[config.mk]
export PLATFORM = sky130hd
export DESIGN_NAME = cal_status
export DESIGN_NICKNAME = d
export VERILOG_FILES = /design/src/cal_status_pkg.sv /design/src/cal_status.sv
export SDC_FILE = /design/constraint.sdc
export NUM_CORES = 1
export LEC_CHECK = 0
export BUFFER_PORTS_ARGS = -buffer_cell sky130_fd_sc_hd__buf_2
export CELL_PAD_IN_SITES_DETAIL_PLACEMENT = 1
export CELL_PAD_IN_SITES_GLOBAL_PLACEMENT = 1
export CORE_ASPECT_RATIO = 0.8
export CORE_MARGIN = 4
export CORE_UTILIZATION = 45
export DETAILED_ROUTE_END_ITERATION = 6
export PLACE_DENSITY = 0.91
export SLEW_MARGIN = 20
export SYNTH_ARGS = -nofsm -noshare
export SYNTH_HDL_FRONTEND = slang
export SYNTH_SLANG_ARGS = --single-unit
[constraint.sdc]
create_clock -name clk -period 4.5 [get_ports clk]
set_clock_uncertainty 0.2 [all_clocks]
set_input_delay 0.675 -clock clk [delete_from_list [all_inputs] [get_ports clk]]
set_output_delay 0.675 -clock clk [all_outputs]
set_load 0.1 [all_outputs]
[src/cal_status_pkg.sv]
package cal_status_pkg;

    // register byte offsets on the apb window
    localparam logic [4:0] OFF_STB = 5'h00;
    localparam logic [4:0] OFF_SRE = 5'h04;
    localparam logic [4:0] OFF_ESE = 5'h08;
    localparam logic [4:0] OFF_ESR = 5'h0C;
    localparam logic [4:0] OFF_ERRQ = 5'h10;
    localparam logic [4:0] OFF_CMD = 5'h14;
    localparam logic [4:0] OFF_OUTQ = 5'h18;

    // command register bits
    localparam int CMD_CLS = 0;
    localparam int CMD_OPC = 1;
    localparam int CMD_OPCQ = 2;

    // status byte bit positions
    localparam int STB_EAV = 2;
    localparam int STB_MAV = 4;
    localparam int STB_ESB = 5;
    localparam int STB_RQS = 6;

    // standard event register bit positions
    localparam int ESR_OPC = 0;
    localparam int ESR_DDE = 3;

    // reset values
    localparam logic [7:0] SRE_RST = 8'h00;
    localparam logic [7:0] ESE_RST = 8'h00;
    localparam logic [7:0] ESR_RST = 8'h00;

    // ascii answer of the completion query
    localparam logic [7:0] OPC_ASCII_ONE = 8'h31;

    // error numbers
    localparam logic signed [15:0] ERR_NONE = 16'sh0000;
    localparam logic signed [15:0] ERR_DC_BASE = 16'sh0190;
    localparam logic signed [15:0] ERR_DATE_UNSET = 16'sh01B6;
    localparam logic signed [15:0] ERR_DUE_UNSET = 16'sh01B7;
    localparam logic signed [15:0] ERR_AC_BASE = 16'sh01C2;
    localparam logic signed [15:0] ERR_FREQ_1V10HZ = 16'sh01F3;
    localparam logic signed [15:0] ERR_DATA_INVALID = 16'sh01F4;
    localparam logic signed [15:0] ERR_LOST_AC = 16'sh0201;
    localparam logic signed [15:0] ERR_LOST_DC = 16'sh0202;
    localparam logic signed [15:0] ERR_LOST_DATES = 16'sh0203;
    localparam logic signed [15:0] ERR_LOST_CARD = 16'sh0206;
    localparam logic signed [15:0] ERR_LOST_CARD_DATES = 16'sh0207;
    localparam logic signed [15:0] ERR_QUESTIONABLE = 16'sh0262;
    localparam logic signed [15:0] ERR_QUEUE_OVERFLOW = -16'sh015E;

    // highest calibration point index per dc and ac group
    localparam logic [4:0] POINT_MAX = 5'h19;

    // number of event sources that feed the queue
    localparam int NSRC = 12;

    // events raised by the calibration engine, one-cycle pulses
    typedef struct packed {
        logic dc_fail;
        logic [4:0] dc_point;
        logic ac_fail;
        logic [4:0] ac_point;
        logic freq_fail;
        logic date_unset;
        logic due_unset;
        logic data_invalid;
        logic lost_ac;
        logic lost_dc;
        logic lost_dates;
        logic lost_card;
        logic lost_card_dates;
        logic questionable;
    } cal_evt_s;

    // apb request from the master
    typedef struct packed {
        logic psel;
        logic penable;
        logic pwrite;
        logic [31:0] paddr;
        logic [31:0] pwdata;
    } apb_req_s;

    // apb answer to the master
    typedef struct packed {
        logic pready;
        logic pslverr;
        logic [31:0] prdata;
    } apb_rsp_s;

endpackage

[src/cal_status.sv]
`timescale 1ns/10ps

module cal_status
    import cal_status_pkg::*;
#(
    parameter int QDEPTH = 8
) (
    // clock and reset
    input wire logic clk,
    input wire logic resetn,
    // register bus
    input wire apb_req_s apb_req,
    output apb_rsp_s apb_rsp,
    // calibration engine
    input wire cal_evt_s cal_evt,
    input wire logic step_busy,
    // instrument bus side
    input wire logic spoll,
    output logic [7:0] spoll_byte,
    output logic srq
);

    localparam int PW = $clog2(QDEPTH);

    // refuse depths the pointer logic cannot serve, at elaboration
    if (QDEPTH < 2 || (1 << PW) != QDEPTH) begin : g_bad_depth
        $error("QDEPTH must be a power of two, at least 2");
    end

    // registers
    logic [7:0] sre_r;
    logic [7:0] ese_r;
    logic [7:0] esr_r;
    logic [NSRC-1:0] pend_r;
    logic [4:0] dc_pt_r;
    logic [4:0] ac_pt_r;
    logic signed [15:0] mem_r [QDEPTH];
    logic [PW:0] wptr_r;
    logic [PW:0] rptr_r;
    logic mav_r;
    logic opc_arm_r;
    logic opcq_arm_r;
    logic rqs_r;
    logic mss_d_r;
    logic pready_r;
    logic pslverr_r;
    logic [31:0] prdata_r;
    logic [7:0] spoll_byte_r;

    // combinational helpers
    logic act;
    logic wr;
    logic rd;
    logic [4:0] addr;
    logic cls;
    logic opc_cmd;
    logic opcq_cmd;
    logic esr_rd;
    logic errq_rd;
    logic outq_rd;
    logic q_empty;
    logic q_full;
    logic pop;
    logic push;
    logic signed [15:0] push_code;
    logic [NSRC-1:0] new_src;
    logic [NSRC-1:0] serve;
    logic opc_done;
    logic opcq_done;
    logic [7:0] stb;
    logic mss;
    logic mapped;
    logic cmd_wr;
    logic [31:0] rdata_nxt;

    // apb access: act on the first access edge, one wait state
    assign act = apb_req.psel && apb_req.penable && !pready_r;
    assign wr = act && apb_req.pwrite;
    assign rd = act && !apb_req.pwrite;
    assign addr = apb_req.paddr[4:0];
    assign mapped = (apb_req.paddr[31:5] == 27'h0000000) && (addr[1:0] == 2'h0) && (addr <= OFF_OUTQ);

    // decoded side effects
    assign cmd_wr = wr && mapped && (addr == OFF_CMD);
    assign cls = cmd_wr && apb_req.pwdata[CMD_CLS];
    assign opc_cmd = cmd_wr && apb_req.pwdata[CMD_OPC];
    assign opcq_cmd = cmd_wr && apb_req.pwdata[CMD_OPCQ];
    assign esr_rd = rd && mapped && (addr == OFF_ESR);
    assign errq_rd = rd && mapped && (addr == OFF_ERRQ);
    assign outq_rd = rd && mapped && (addr == OFF_OUTQ);

    // queue state
    assign q_empty = (wptr_r == rptr_r);
    assign q_full = (wptr_r[PW] != rptr_r[PW]) && (wptr_r[PW-1:0] == rptr_r[PW-1:0]);
    assign pop = errq_rd && !q_empty;

    // new error sources this cycle, out-of-range point numbers dropped
    assign new_src = {
        cal_evt.questionable,
        cal_evt.lost_card_dates,
        cal_evt.lost_card,
        cal_evt.lost_dates,
        cal_evt.lost_dc,
        cal_evt.lost_ac,
        cal_evt.data_invalid,
        cal_evt.due_unset,
        cal_evt.date_unset,
        cal_evt.freq_fail,
        cal_evt.ac_fail && (cal_evt.ac_point <= POINT_MAX),
        cal_evt.dc_fail && (cal_evt.dc_point <= POINT_MAX)
    };

    // lowest pending source is served first, one per cycle
    assign serve = pend_r & (~pend_r + NSRC'(1));
    assign push = |serve;

    // map the served source onto its error number
    always_comb begin
        push_code = ERR_NONE;
        case (1'b1)
            serve[0]: push_code = ERR_DC_BASE + 16'(dc_pt_r);
            serve[1]: push_code = ERR_AC_BASE + 16'(ac_pt_r);
            serve[2]: push_code = ERR_FREQ_1V10HZ;
            serve[3]: push_code = ERR_DATE_UNSET;
            serve[4]: push_code = ERR_DUE_UNSET;
            serve[5]: push_code = ERR_DATA_INVALID;
            serve[6]: push_code = ERR_LOST_AC;
            serve[7]: push_code = ERR_LOST_DC;
            serve[8]: push_code = ERR_LOST_DATES;
            serve[9]: push_code = ERR_LOST_CARD;
            serve[10]: push_code = ERR_LOST_CARD_DATES;
            serve[11]: push_code = ERR_QUESTIONABLE;
            default: push_code = ERR_NONE;
        endcase
    end

    // completion of the armed step once the engine goes idle
    assign opc_done = opc_arm_r && !step_busy;
    assign opcq_done = opcq_arm_r && !step_busy;

    // status byte assembly
    always_comb begin
        stb = 8'h00;
        stb[STB_EAV] = !q_empty;
        stb[STB_MAV] = mav_r;
        stb[STB_ESB] = |(esr_r & ese_r);
        mss = |(stb & sre_r);
        stb[STB_RQS] = mss;
    end

    // pending sources, one flag each; a new event wins over its own service
    for (genvar i = 0; i < NSRC; i++) begin : g_pend
        always_ff @(posedge clk or negedge resetn) begin
            if (!resetn) begin
                pend_r[i] <= 1'b0;
            end else if (new_src[i]) begin
                pend_r[i] <= 1'b1;
            end else if (serve[i]) begin
                pend_r[i] <= 1'b0;
            end
        end
    end

    // point number of the last dc failure; a second one before service overwrites
    always_ff @(posedge clk or negedge resetn) begin
        if (!resetn) begin
            dc_pt_r <= 5'h00;
        end else if (cal_evt.dc_fail) begin
            dc_pt_r <= cal_evt.dc_point;
        end
    end

    // point number of the last ac failure, same overwrite limitation
    always_ff @(posedge clk or negedge resetn) begin
        if (!resetn) begin
            ac_pt_r <= 5'h00;
        end else if (cal_evt.ac_fail) begin
            ac_pt_r <= cal_evt.ac_point;
        end
    end

    // error queue storage; overflow replaces the newest entry, unless a pop or clear status frees room
    always_ff @(posedge clk) begin
        if (push) begin
            if (q_full && !pop && !cls) begin
                mem_r[PW'(wptr_r - (PW+1)'(1))] <= ERR_QUEUE_OVERFLOW;
            end else begin
                mem_r[wptr_r[PW-1:0]] <= push_code;
            end
        end
    end

    // write pointer; a push that meets clear status still lands in the emptied queue
    always_ff @(posedge clk or negedge resetn) begin
        if (!resetn) begin
            wptr_r <= '0;
        end else if (cls) begin
            wptr_r <= wptr_r + (PW+1)'(push);
        end else if (push && (!q_full || pop)) begin
            wptr_r <= wptr_r + (PW+1)'(1);
        end
    end

    // read pointer; clear status drops every stored entry
    always_ff @(posedge clk or negedge resetn) begin
        if (!resetn) begin
            rptr_r <= '0;
        end else if (cls) begin
            rptr_r <= wptr_r;
        end else if (pop) begin
            rptr_r <= rptr_r + (PW+1)'(1);
        end
    end

    // service request enable; the request bit itself cannot be enabled
    always_ff @(posedge clk or negedge resetn) begin
        if (!resetn) begin
            sre_r <= SRE_RST;
        end else if (wr && mapped && (addr == OFF_SRE)) begin
            sre_r <= apb_req.pwdata[7:0] & ~(8'h01 << STB_RQS);
        end
    end

    // standard event enable
    always_ff @(posedge clk or negedge resetn) begin
        if (!resetn) begin
            ese_r <= ESE_RST;
        end else if (wr && mapped && (addr == OFF_ESE)) begin
            ese_r <= apb_req.pwdata[7:0];
        end
    end

    // event register: read or clear status wipes it, a set in the same cycle survives
    always_ff @(posedge clk or negedge resetn) begin
        if (!resetn) begin
            esr_r <= ESR_RST;
        end else begin
            esr_r <= ((esr_rd || cls) ? 8'h00 : esr_r)
                | (8'(push) << ESR_DDE)
                | (8'(opc_done) << ESR_OPC);
        end
    end

    // completion command arming; cleared once reported or by clear status
    always_ff @(posedge clk or negedge resetn) begin
        if (!resetn) begin
            opc_arm_r <= 1'b0;
        end else if (opc_cmd) begin
            opc_arm_r <= 1'b1;
        end else if (opc_done || cls) begin
            opc_arm_r <= 1'b0;
        end
    end

    // completion query arming; the controller only issues a new step after completion
    always_ff @(posedge clk or negedge resetn) begin
        if (!resetn) begin
            opcq_arm_r <= 1'b0;
        end else if (opcq_cmd) begin
            opcq_arm_r <= 1'b1;
        end else if (opcq_done || cls) begin
            opcq_arm_r <= 1'b0;
        end
    end

    // single-byte output queue holding the ascii one
    always_ff @(posedge clk or negedge resetn) begin
        if (!resetn) begin
            mav_r <= 1'b0;
        end else if (opcq_done) begin
            mav_r <= 1'b1;
        end else if (outq_rd) begin
            mav_r <= 1'b0;
        end
    end

    // summary of the previous cycle, idle low like the summary after reset
    always_ff @(posedge clk or negedge resetn) begin
        if (!resetn) begin
            mss_d_r <= 1'b0;
        end else begin
            mss_d_r <= mss;
        end
    end

    // request latch: set on a rising summary, cleared by a serial poll
    always_ff @(posedge clk or negedge resetn) begin
        if (!resetn) begin
            rqs_r <= 1'b0;
        end else if (mss && !mss_d_r) begin
            rqs_r <= 1'b1;
        end else if (spoll || cls || !mss) begin
            rqs_r <= 1'b0;
        end
    end

    // serial poll answer carries the request latch rather than the live summary
    always_ff @(posedge clk or negedge resetn) begin
        if (!resetn) begin
            spoll_byte_r <= 8'h00;
        end else if (spoll) begin
            spoll_byte_r <= (stb & ~(8'h01 << STB_RQS)) | (8'(rqs_r) << STB_RQS);
        end
    end

    // apb handshake: one wait state, refused places flagged alongside pready
    always_ff @(posedge clk or negedge resetn) begin
        if (!resetn) begin
            pready_r <= 1'b0;
            pslverr_r <= 1'b0;
        end else begin
            pready_r <= act;
            pslverr_r <= act && !mapped;
        end
    end

    // read data held until the next read
    always_ff @(posedge clk or negedge resetn) begin
        if (!resetn) begin
            prdata_r <= 32'h00000000;
        end else if (rd) begin
            prdata_r <= rdata_nxt;
        end
    end

    // addressed register; refused and write-only places read zero
    always_comb begin
        rdata_nxt = 32'h00000000;
        if (mapped) begin
            case (addr)
                OFF_STB: rdata_nxt = {24'h000000, stb};
                OFF_SRE: rdata_nxt = {24'h000000, sre_r};
                OFF_ESE: rdata_nxt = {24'h000000, ese_r};
                OFF_ESR: rdata_nxt = {24'h000000, esr_r};
                OFF_ERRQ: rdata_nxt = q_empty ? 32'(ERR_NONE) : 32'(mem_r[rptr_r[PW-1:0]]);
                OFF_OUTQ: rdata_nxt = mav_r ? {24'h000000, OPC_ASCII_ONE} : 32'h00000000;
                default: rdata_nxt = 32'h00000000;
            endcase
        end
    end

    // outputs straight from flip-flops
    assign apb_rsp.pready = pready_r;
    assign apb_rsp.pslverr = pslverr_r;
    assign apb_rsp.prdata = prdata_r;
    assign spoll_byte = spoll_byte_r;
    assign srq = rqs_r;

endmodule // cal_status

# After elaboration in Yosys (flattened, before gate mapping)
# Memories as Yosys holds them, arrays and structs flattened.
# Cells that the tools add are included.
# op_classes
addsub	7
n_mux	62
n_bitwise	7
n_shift	0
div_mod_pow	0
eq_ne	9
multipliers	0
magnitude_cmp	3
n_reduce_logical	69
# op_table
cell	count
$mux 16	12
$pmux 32 s6	1
$mux 32	2
$mux 1	39
$reduce_bool 2->1	18
$logic_and 1x1->1	28
$logic_not 27->1	1
$add 9x5->10 const A	2
$mux 4	4
$reduce_or 16->1	1
$reduce_or 8->1	2
$eq 5x5->1 const B	3
$le 5x5->1 const B	3
$add 12x1->12 const B	1
$and 12x12->12	1
$not 12->12	1
$reduce_or 12->1	1
$eq 5x4->1 const B	2
$logic_not 1->1	10
$mux 10	1
$add 4x1->4 const B	2
$and 6x8->8	1
$and 8x8->8	1
$mux 8	1
other kinds (14)	19
# totals
romBits	0
word_cells	186
ram_bits	128
mem_count	1
ff_bits	100
latch_bits	0
out_inout_bits	43
inputBits	93
# memory_table
name	words	width	rd	rd_clocked_by_memory_dff	write_ports	line_no	rtl
mem_r	8	16	1	0	1	cal_status.sv:37	logic signed [15:0] mem_r [QDEPTH];

# Depth between registers and ports, before layout
# Gate-level depths: netlist of the first run.
# logic_depth
word_depth	16
depth_mapped	10
mapped_depth_nobuf	9

# Worst setup path before layout of the first run
# OpenSTA, ideal clock, no wires.
# synth_path
path_kind	input to register
start	input port apb_req[33] (netlist name)
end	memory mem_r[2][0], enable pin
required_time_ps	3918
t_arrival_ps	2902
slack_ps	1015
setup_ps	382
n_path_buf	1
path_stages	9
cell_sequence	or3b_4 > nor4_4 > a21o_2 > a21oi_4 > nor2_4 > inv_2 > buf_6 > or3_1 > a21oi_1
# synth_between
elab_chain_cells	14
elab_cells_between_ends	25
classes_between	order compare (1); eq/ne (2); mux (8); reduce/logical (14)
# synth_rtl
element	line_no	rtl
start: declaration	cal_status.sv:12	input wire apb_req_s apb_req,
parallel branches: the longest is 8 deep, another holds $le 5x5->1	--	
$logic_and 1x1->1 (*)	cal_status.sv:185	if (q_full && !pop && !cls) begin
$mux 1	cal_status.sv:185	
$mux 1	cal_status.sv:184	if (push) begin
$mux 1 (not written as such)	cal_status.sv:188	mem_r[wptr_r[PW-1:0]] <= push_code;
$reduce_or 16->1 (no line)	--	
$mux 3 (no line) / $mux 1 (equally long branches)	--	
end: declaration	cal_status.sv:37	
# Mark *: on every way between the ends.

# Worst setup path after layout of the first run
# layout_path
start	register pready_r
end	memory mem_r[7][2] (data pin)
# layout_between
elab_chain_cells	14
elab_cells_between_ends	19
classes_between	mux (4); reduce/logical (15)
# layout_rtl
element	line_no	rtl
start: declaration	cal_status.sv:45	logic pready_r;
start signal: assignment	cal_status.sv:312	pready_r <= act;
$logic_not 1->1 (*)	cal_status.sv:77	assign act = apb_req.psel && apb_req.penable && !pready_r;
$logic_and 1x1->1 (*)	cal_status.sv:77	
$logic_and 1x1->1	cal_status.sv:79	assign rd = act && !apb_req.pwrite;
$logic_and 1x1->1 (2 in series)	cal_status.sv:89	assign errq_rd = rd && mapped && (addr == OFF_ERRQ);
$logic_and 1x1->1	cal_status.sv:95	assign pop = errq_rd && !q_empty;
$logic_not 1->1	cal_status.sv:185	
$logic_and 1x1->1	cal_status.sv:185	
$logic_and 1x1->1 (*)	cal_status.sv:185	
$mux 1 (*)	cal_status.sv:185	
$mux 1 (*)	cal_status.sv:184	
$mux 1 (not written as such) (*)	cal_status.sv:188	
$reduce_or 16->1 (no line) (*)	--	
$mux 16 (no line) (*)	--	
# Every way passes the cells marked *; elsewhere a longest branch is shown, timed or not.

==> results of run 1 <==
[power breakdown]
part / switching (mW) / internal, mW
sequential: 0.0190 / 1.52
clock: 0.592 / 0.987
combinational: 0.0923 / 0.0505
total: 0.703 / 2.56
[flip-flops by register name, indices dropped and copies added (netlist names)]
name,cells
mem_r,88
mss_d_r,1
ac_pt_r,5
pready_r,1
opc_arm_r,1
esr_r,2
dc_pt_r,5
spoll_byte,4
pend_r,12
mav_r,1
prdata_r,11
sre_r,7
wptr_r,4
ese_r,8
opcq_arm_r,1
rptr_r,4
srq,1
pslverr_r,1
[how the worst max path moves through the flow]
stage and endpoint:
2_1_floorplan mem_r[2][0]$_DFFE_PP_, 3_3_place_gp mem_r[3][3]$_DFFE_PP_, 3_5_place_dp mem_r[0][3]$_DFFE_PP_, 4_1_cts mem_r[7][2]$_DFFE_PP_, 5_1_grt mem_r[7][2]$_DFFE_PP_, 6_report mem_r[7][2]$_DFFE_PP_
[final cells by class]
cell class,instances,share of cell area
clock inverters,14,0.0259
inverters,15,0.00673
multi-input cells,300,0.286
well taps,210,0.0314
repair buffers,121,0.0765
clock buffers,18,0.0513
flip-flops and latches,157,0.522
[synth_stat cells (all sizes together), types with 6 or more instances]
cell / count / share of area
o21ai: 27 / 0.019
edfxtp: 88 / 0.37
dfrtp: 69 / 0.24
nor2: 24 / 0.014
mux2: 36 / 0.057
a22oi: 6 / 0.0063
buf: 32 / 0.033
inv: 15 / 0.0079
nand2b: 9 / 0.0079
nand2: 37 / 0.020
clkbuf: 14 / 0.0074
nor4: 9 / 0.010
and2: 6 / 0.0053
nor3: 14 / 0.013
xnor2: 7 / 0.0086
mux4: 22 / 0.070
nand3: 7 / 0.0049
a21oi: 24 / 0.019
[routing by layer]
layer  vias to the layer above  GRT usage
li1                       2109          -
met1                      2414      0.268
met2                       245      0.407
met3                        47     0.0686
met4                         2     0.0860
met5                         -          0
[through the flow]
step | util | setup slack, ps
final | 0.550 | 894
after global routing | 0.550 | 684
after CTS | 0.550 | 905
after detailed placement | 0.508 | 577
after global placement | 0.508 | 714
after floorplan | - | 1020
[critical path, delay by kind of cell (launching register included)]
kind / cells / cell delay, ps
flip-flops: 1 / 390
buffers and inverters: 1 / 160
AO/OA/AOI/OAI: 2 / 320
AND/OR/NAND/NOR: 4 / 2180
[logic make-up (layout without fill, tap and decap cells)]
| logic type | after synthesis | after routing | synth area share |
|---|---|---|---|
| other cells | 1 | 4 | 0.000528 |
| compound gates | 87 | 87 | 0.0802 |
| flops | 157 | 157 | 0.616 |
| mux | 63 | 63 | 0.134 |
| buf+inv | 61 | 168 | 0.0481 |
| fa+ha+maj | 5 | 5 | 0.00882 |
| xor+xnor | 12 | 12 | 0.0148 |
| simple gates | 129 | 129 | 0.0978 |
==> flow_summary.toml, run 1 <==
[clock_network]
post_cts_buffers = 0
clockBufferDepth = 2
cts_inserted_buffers = 17
clock_latency_ps = 430
ctsResizeCount = 0
cts_tree = "yes"
clk_pin_slew_ps = 60
cts.sinks = 157
htreeDepth = 4
hold_buffers = 0
clock-root-buffer = "clkbuf_16"

[placed_design]
dp_hpwl_um = 13600
port_buffers = 107
placedCellCount = 803
placed_area_mm2 = 0.00773
place_congestion = 0.913

[sta]
period_share = 0.801
worst_pin_slew_ps = 978
tns_ps = 0
slew-limit-headroom = 0.343
holdWs_ps = 191
min_period_ps = 3610
rsz0062_at_grt = "no"
drv_slew = 0
finalSetupViolCount = 0
hold_viol_final = 0
max_clock_freq_mhz = 277

[finish]
nets = 710
drive_above_1_share = 0.354
diodes = 0
fin_cells = 835
postLayoutCellArea_mm2 = 0.00837
layout_common_cells = "buf_2, edfxtp_1, dfrtp_1"
syn_to_final_growth_pct = 18.0
multi_input_area_mm2 = 0.00240
register_area_mm2 = 0.00437
final_common_cell = "buf_2"
fillers = 1556

[yosys]
synth_edf_count = 88
netlist_area_mm2 = 0.00710
synthFlopType = "edfxtp_1"
seq_area_frac_synth = 0.616
syn_inst = 515
synth_area_per_cell_um2 = 13.8
synth_seq_cells = 157
async_flop_share = 0.439
synth_cell_types = 56
synth_warnings = 0

[route]
vias = 4817
wl_met3_um = 1680
ant_nets = 0
drt-met1-wl_um = 7520
wl_per_cell_um = 23.8
viasPerCell = 5.77
highest_layer = "met5"
wl_met2_um = 10200
dr.first_iter.drc_count = 406
totalWireLength_um = 19900
drc_errors = 0
drtPass1Iterations = 5

[worst_setup_path]
worstSetupPathType = "reg2reg"
crit_fanout = 18
critPathArrivalTime_ps = 3500
worstReg2RegEnd = "mem_r[7][2]$_DFFE_PP_"
rr_worst_depth = 7
endpoint_kind = "flip-flop"
crit_top_cell = "nor3_1"
slowest_stage = "nor3_1"
rrSetupSlack_ps = 890
cp-start-kind = "flip-flop"
max_stage_delay_ps = 820
critPathLaunch = "pready_r$_DFF_PN0_"
r2r-start = "pready_r$_DFF_PN0_"
cp.required_ps = 4390
path_cells = "or4bb_1, nor3_1, a21o_2, a21oi_4, nor2_4, inv_2, nor3_1"

[global_route]
grt_pass1_wl_um = 30600
grt.overflow.total = 0
gr-usage-all-layers = 0.231
grt_pass1_vias = 5350
grt_max_degree = 42
antenna_found_initial = 1

[floorplanning]
rows = 40
coreArea_mm2 = 0.0152
io_pins = 136
die_area_mm2 = 0.0179
die_h_um = 120
start_util = 0.466
fp.dieW_um = 148

[flow_run]
maxCapViolations = 0

[pwr]
peakVddDrop_uv = 272
power.leakage_nw = 3.33
powerDensity_mw_per_mm2 = 390
total_power_mw = 3.26

[outcome]
outcome = "complete, no violations"

[hold_path]
hold_class = "in2async"
Power figures use the tool's default switching activity.
==> run 2: changes to the inputs <==
==> constraint.sdc (replaced) <==
create_clock -name clk -period 3.4 [get_ports clk]
set_clock_uncertainty 0.2 [all_clocks]
set_input_delay 0.51 -clock clk [delete_from_list [all_inputs] [get_ports clk]]
set_output_delay 0.51 -clock clk [all_outputs]
set_load 0.1 [all_outputs]
==> run 2 against run 1 <==
Effect of this change: via count rose by 2.5%; highest routed layer is now met4; total power grew 28%; global-route usage about the same; critical path depth is 2 higher; cell area up 0.90%; first-iteration DRC count rose by 13%; die area did not move; utilization rose by 0.49 points; wire length increased by 2.7%; sequential power is 32% higher; sequential cell count unchanged; hold slack got worse by 130 ps.
==> flow_summary.toml, run 2 (synthesis gave the netlist of run 1 again) <==
[outcome]
outcome = "complete, no violations"

[placed_design]
placed_area_mm2 = 0.00785
dp_slack_ps = 67.9
dp_hpwl_um = 13800
port_buffers = 107
placedCellCount = 820
place_congestion = 0.898

[finish]
final_common_cell = "buf_2"
postLayoutCellArea_mm2 = 0.00845
drive_above_1_share = 0.359
layout_common_cells = "buf_2, edfxtp_1, dfrtp_1"
final_util = 0.555
largest-register = "mem_r"
fin_cells = 853
reg_top3 = "mem_r: 88 flops, pend_r: 12 flops, prdata_r: 11 flops"
nets = 727
largest_reg_flops = 88
syn_to_final_growth_pct = 19.0

[hold_path]
hold_path_depth = 2
hold_start = "cal_evt[8]"
hold_path_end = "pend_r[3]$_DFFE_PN0P_"
hold_class = "in2reg"

[worst_setup_path]
rrSetupSlack_ps = 150
crit_fanout = 11
endpoint_kind = "flip-flop"
path_delay_family = "simple AND/OR/NAND/NOR gates"
crit_buf_inv = 2
cp.required_ps = 3310
rr_worst_depth = 9
cp-start-kind = "flip-flop"
critPathArrivalTime_ps = 3160
r2r-start = "pready_r$_DFF_PN0_"
slowest_stage = "or4bb_1"
worstReg2RegEnd = "mem_r[1][2]$_DFFE_PP_"
path_cells = "or4bb_1, nor3_1, a21o_2, a21oi_4, nor2_4, inv_2, or3_1, a21oi_1, buf_4"
worstSetupPathType = "reg2reg"
max_stage_delay_ps = 560

[route]
dr.first_iter.drc_count = 458
wl_per_cell_um = 23.9
viasPerCell = 5.79
drc_errors = 0
vias = 4937
ant_nets = 0
totalWireLength_um = 20400
drtPass1Iterations = 7

[sta]
rsz0062_at_grt = "no"
holdWs_ps = 64.5
worst_pin_slew_ps = 904
max_clock_freq_mhz = 308
slew-limit-headroom = 0.397
setup_ws_ps = 152
min_period_ps = 3250
finalSetupViolCount = 0
tns_ps = 0
period_share = 0.955
drv_slew = 0
hold_viol_final = 0

[global_route]
antenna_found_initial = 2
grt.overflow.total = 0
grt_max_degree = 70
grt_pass1_wl_um = 30700
grt_pass1_vias = 5396
gr-usage-all-layers = 0.231

[flow_run]
maxCapViolations = 0

[floorplanning]
coreArea_mm2 = 0.0152
fp.dieW_um = 148
io_pins = 136
die_area_mm2 = 0.0179
die_h_um = 120
rows = 40
start_util = 0.466

[clock_network]
cts_tree = "yes"
post_cts_buffers = 0
clockBufferDepth = 2
hold_buffers = 0
clock_latency_ps = 430
clock-root-buffer = "clkbuf_16"
ctsResizeCount = 0
htreeDepth = 4
clk_pin_slew_ps = 60
cts_inserted_buffers = 17
cts.sinks = 157

[pwr]
power.leakage_nw = 3.38
peakVddDrop_uv = 384
total_power_mw = 4.19
powerDensity_mw_per_mm2 = 496
## run 2: cell types whose count changed in the layout (fill, tap and decap cells not counted), moves of 2 or more
| cell | delta |
|---|---|
| buf_4 | +17 |
| clkbuf_1 | +4 |
| clkinv_1 | +3 |
| clkinv_2 | -3 |
| clkinv_4 | -3 |
| diode_2 | +2 |
## run 2: how the worst max path moves through the flow
stage	from	end	slack, ps	cells after the start
after detailed placement	apb_req[64]	mem_r[1][8]$_DFFE_PP_	70	10
after global routing	pready_r$_DFF_PN0_	mem_r[1][14]$_DFFE_PP_	80	9
after floorplan	apb_req[33]	mem_r[2][0]$_DFFE_PP_	80	9
final	pready_r$_DFF_PN0_	mem_r[1][2]$_DFFE_PP_	150	9
after global placement	apb_req[64]	mem_r[0][8]$_DFFE_PP_	210	10
after CTS	pready_r$_DFF_PN0_	mem_r[1][2]$_DFFE_PP_	210	9
## run 2: layout make-up
class	instances	area, um2
Fill cell	1560	6770
Sequential cell	157	4370
Multi-Input combinational cell	300	2400
Timing Repair Buffer	138	768
Clock buffer	22	444
Tap cell	210	263
Clock inverter	9	144
Inverter	15	56.3
Antenna cell	2	5.00
## run 2: worst reg2reg max path: stages, from the launching register on
cell and delay [ps]:
dfrtp_1 400, or4bb_1 560, nor3_1 340, a21o_2 220
a21oi_4 100, nor2_4 130, inv_2 70, or3_1 360
a21oi_1 260, buf_4 300
## run 2: power by group
group          internal [mW]  switching [mW]  total [mW]
clock network           1.22           0.739        1.95
logic                 0.0712           0.130       0.201
registers               2.02          0.0192        2.04
## run 2: metal layers
layer  wire length [um]  GRT usage
met1               7790      0.266
met2              10500      0.400
met3               1510     0.0701
met4                627      0.103
met5                  0          0
==> run 3: changes to the inputs <==
--- a/config.mk
+++ b/config.mk
@@ -11,6 +11,7 @@
 export CORE_ASPECT_RATIO = 0.8
 export CORE_MARGIN = 4
 export CORE_UTILIZATION = 45
+export CTS_BUF_LIST = sky130_fd_sc_hd__clkbuf_4
 export DETAILED_ROUTE_END_ITERATION = 6
 export PLACE_DENSITY = 0.91
 export SLEW_MARGIN = 20
==> run 3 against run 2 <==
Effect of this change: sequential power barely moved; register-to-register slack improved by 60 ps; sequential cell count did not move; critical path depth did not move; wire length fell by 2.9%; clock power fell by 36%; cell area rose by 0.34%; via count rose by 2.9%; global-route usage barely moved; clock-buffer cell count did not move; die area did not move; worst setup slack improved by 63 ps; critical path type unchanged; critical endpoint is now mem_r[1][0]$_DFFE_PP_; highest routed layer unchanged.
==> flow_summary.toml, run 3 (synthesis gave the netlist of run 1 again) <==
[sta]
holdWs_ps = 53.7
worst_pin_slew_ps = 904
rsz0062_at_grt = "no"
min_period_ps = 3190
slew-limit-headroom = 0.397
finalSetupViolCount = 0
period_share = 0.937
setup_ws_ps = 215
tns_ps = 0
max_clock_freq_mhz = 314
drv_slew = 0
hold_viol_final = 0

[pwr]
peakVddDrop_uv = 233
power.leakage_nw = 3.39
powerDensity_mw_per_mm2 = 415

[route]
vias = 5082
totalWireLength_um = 19800
dr.first_iter.drc_count = 458
drc_errors = 0
wl_per_cell_um = 22.5
drtPass1Iterations = 5
ant_nets = 0
viasPerCell = 5.76

[flow_run]
maxCapViolations = 0

[worst_setup_path]
cp.required_ps = 3480
critPathArrivalTime_ps = 3260
rrSetupSlack_ps = 210
endpoint_kind = "flip-flop"
crit_fanout = 11
r2r-start = "pready_r$_DFF_PN0_"
rr_worst_depth = 9
worstReg2RegEnd = "mem_r[1][0]$_DFFE_PP_"
worstSetupPathType = "reg2reg"
cp-start-kind = "flip-flop"

[finish]
postLayoutCellArea_mm2 = 0.00848
largest-register = "mem_r"
reg_top3 = "mem_r: 88 flops, pend_r: 12 flops, prdata_r: 11 flops"
final_util = 0.557
syn_to_final_growth_pct = 19.4
nets = 758
final_common_cell = "buf_2"
largest_reg_flops = 88
drive_above_1_share = 0.350
layout_common_cells = "buf_2, edfxtp_1, dfrtp_1"

[floorplanning]
io_pins = 136
die_h_um = 120
start_util = 0.466
fp.dieW_um = 148
rows = 40
coreArea_mm2 = 0.0152
die_area_mm2 = 0.0179

[hold_path]
hold_class = "in2reg"
hold_path_end = "pend_r[0]$_DFFE_PN0P_"
hold_path_depth = 2
hold_start = "cal_evt[21]"

[clock_network]
post_cts_buffers = 0
cts_tree = "yes"
cts.sinks = 157
clock-root-buffer = "clkbuf_4"
clock_latency_ps = 600
clk_pin_slew_ps = 140
htreeDepth = 4
clockBufferDepth = 2
cts_inserted_buffers = 17

[global_route]
grt_pass1_vias = 5552
grt_pass1_wl_um = 30800
gr-usage-all-layers = 0.231
antenna_found_initial = 1
grt_max_degree = 70
grt.overflow.total = 0

[outcome]
outcome = "complete, no violations"

[placed_design]
port_buffers = 107
dp_hpwl_um = 13800
dp_slack_ps = 67.9
placed_area_mm2 = 0.00785
place_congestion = 0.898
[run 3: cell types whose count changed in the layout (fill, tap and decap cells not counted), sizes merged]
cell,before,now
dlygate4sd3,0,31
diode,2,1
[run 3: worst max path at each step]
| stage | from | endpoint | depth (start not counted) |
|---|---|---|---|
| floorplan | apb_req[33] | mem_r[2][0]$_DFFE_PP_ | 9 |
| global placement | apb_req[64] | mem_r[0][8]$_DFFE_PP_ | 10 |
| detailed placement | apb_req[64] | mem_r[1][8]$_DFFE_PP_ | 10 |
| CTS | pready_r$_DFF_PN0_ | mem_r[1][14]$_DFFE_PP_ | 9 |
| global route | pready_r$_DFF_PN0_ | mem_r[1][14]$_DFFE_PP_ | 9 |
| finish | pready_r$_DFF_PN0_ | mem_r[1][0]$_DFFE_PP_ | 9 |
[run 3: metal layers]
layer	track usage	share of wire	vias up
met1	0.261	0.37	2513
met3	0.0704	0.082	75
met2	0.399	0.50	291
li1	-	-	2203
met4	0.114	0.041	0
met5	0	0	-
[run 3: stage by stage]
step	instances	total power [mW]
after detailed placement	820	2.27
after global routing	883	3.64
final	883	3.52
after CTS	882	3.53
after global placement	820	2.26
after floorplan	518	2.18
[run 3: cell type report]
cell class | count | area [um2]
diodes | 1 | 2.50
clock buffers | 22 | 165
clock inverters | 9 | 144
fillers | 1588 | 6740
inverters | 15 | 56.3
multi-input cells | 300 | 2400
flip-flops and latches | 157 | 4370
well taps | 210 | 263
repair buffers | 169 | 1080
[run 3: report_power, final]
part	switching [mW]	internal (mW)
Combinational	0.135	0.0944
Sequential	0.0190	2.01
Clock	0.641	0.613
[run 3: critical path, cell delays in order (launching register included)]
cell     delay [ps]
dfrtp_1         430
or4bb_1         560
nor3_1          360
a21o_2          230
a21oi_4         100
nor2_4          130
inv_2            70
or3_1           340
a21oi_1         200
buf_4           260
[run 3: what timing repair did]
item / in CTS / in global routing
endpoints found under the hold margin: 109 / 0
resized for setup: 0 / 0
hold buffers: 31 / 0
endpoints found under the setup margin: 0 / 0
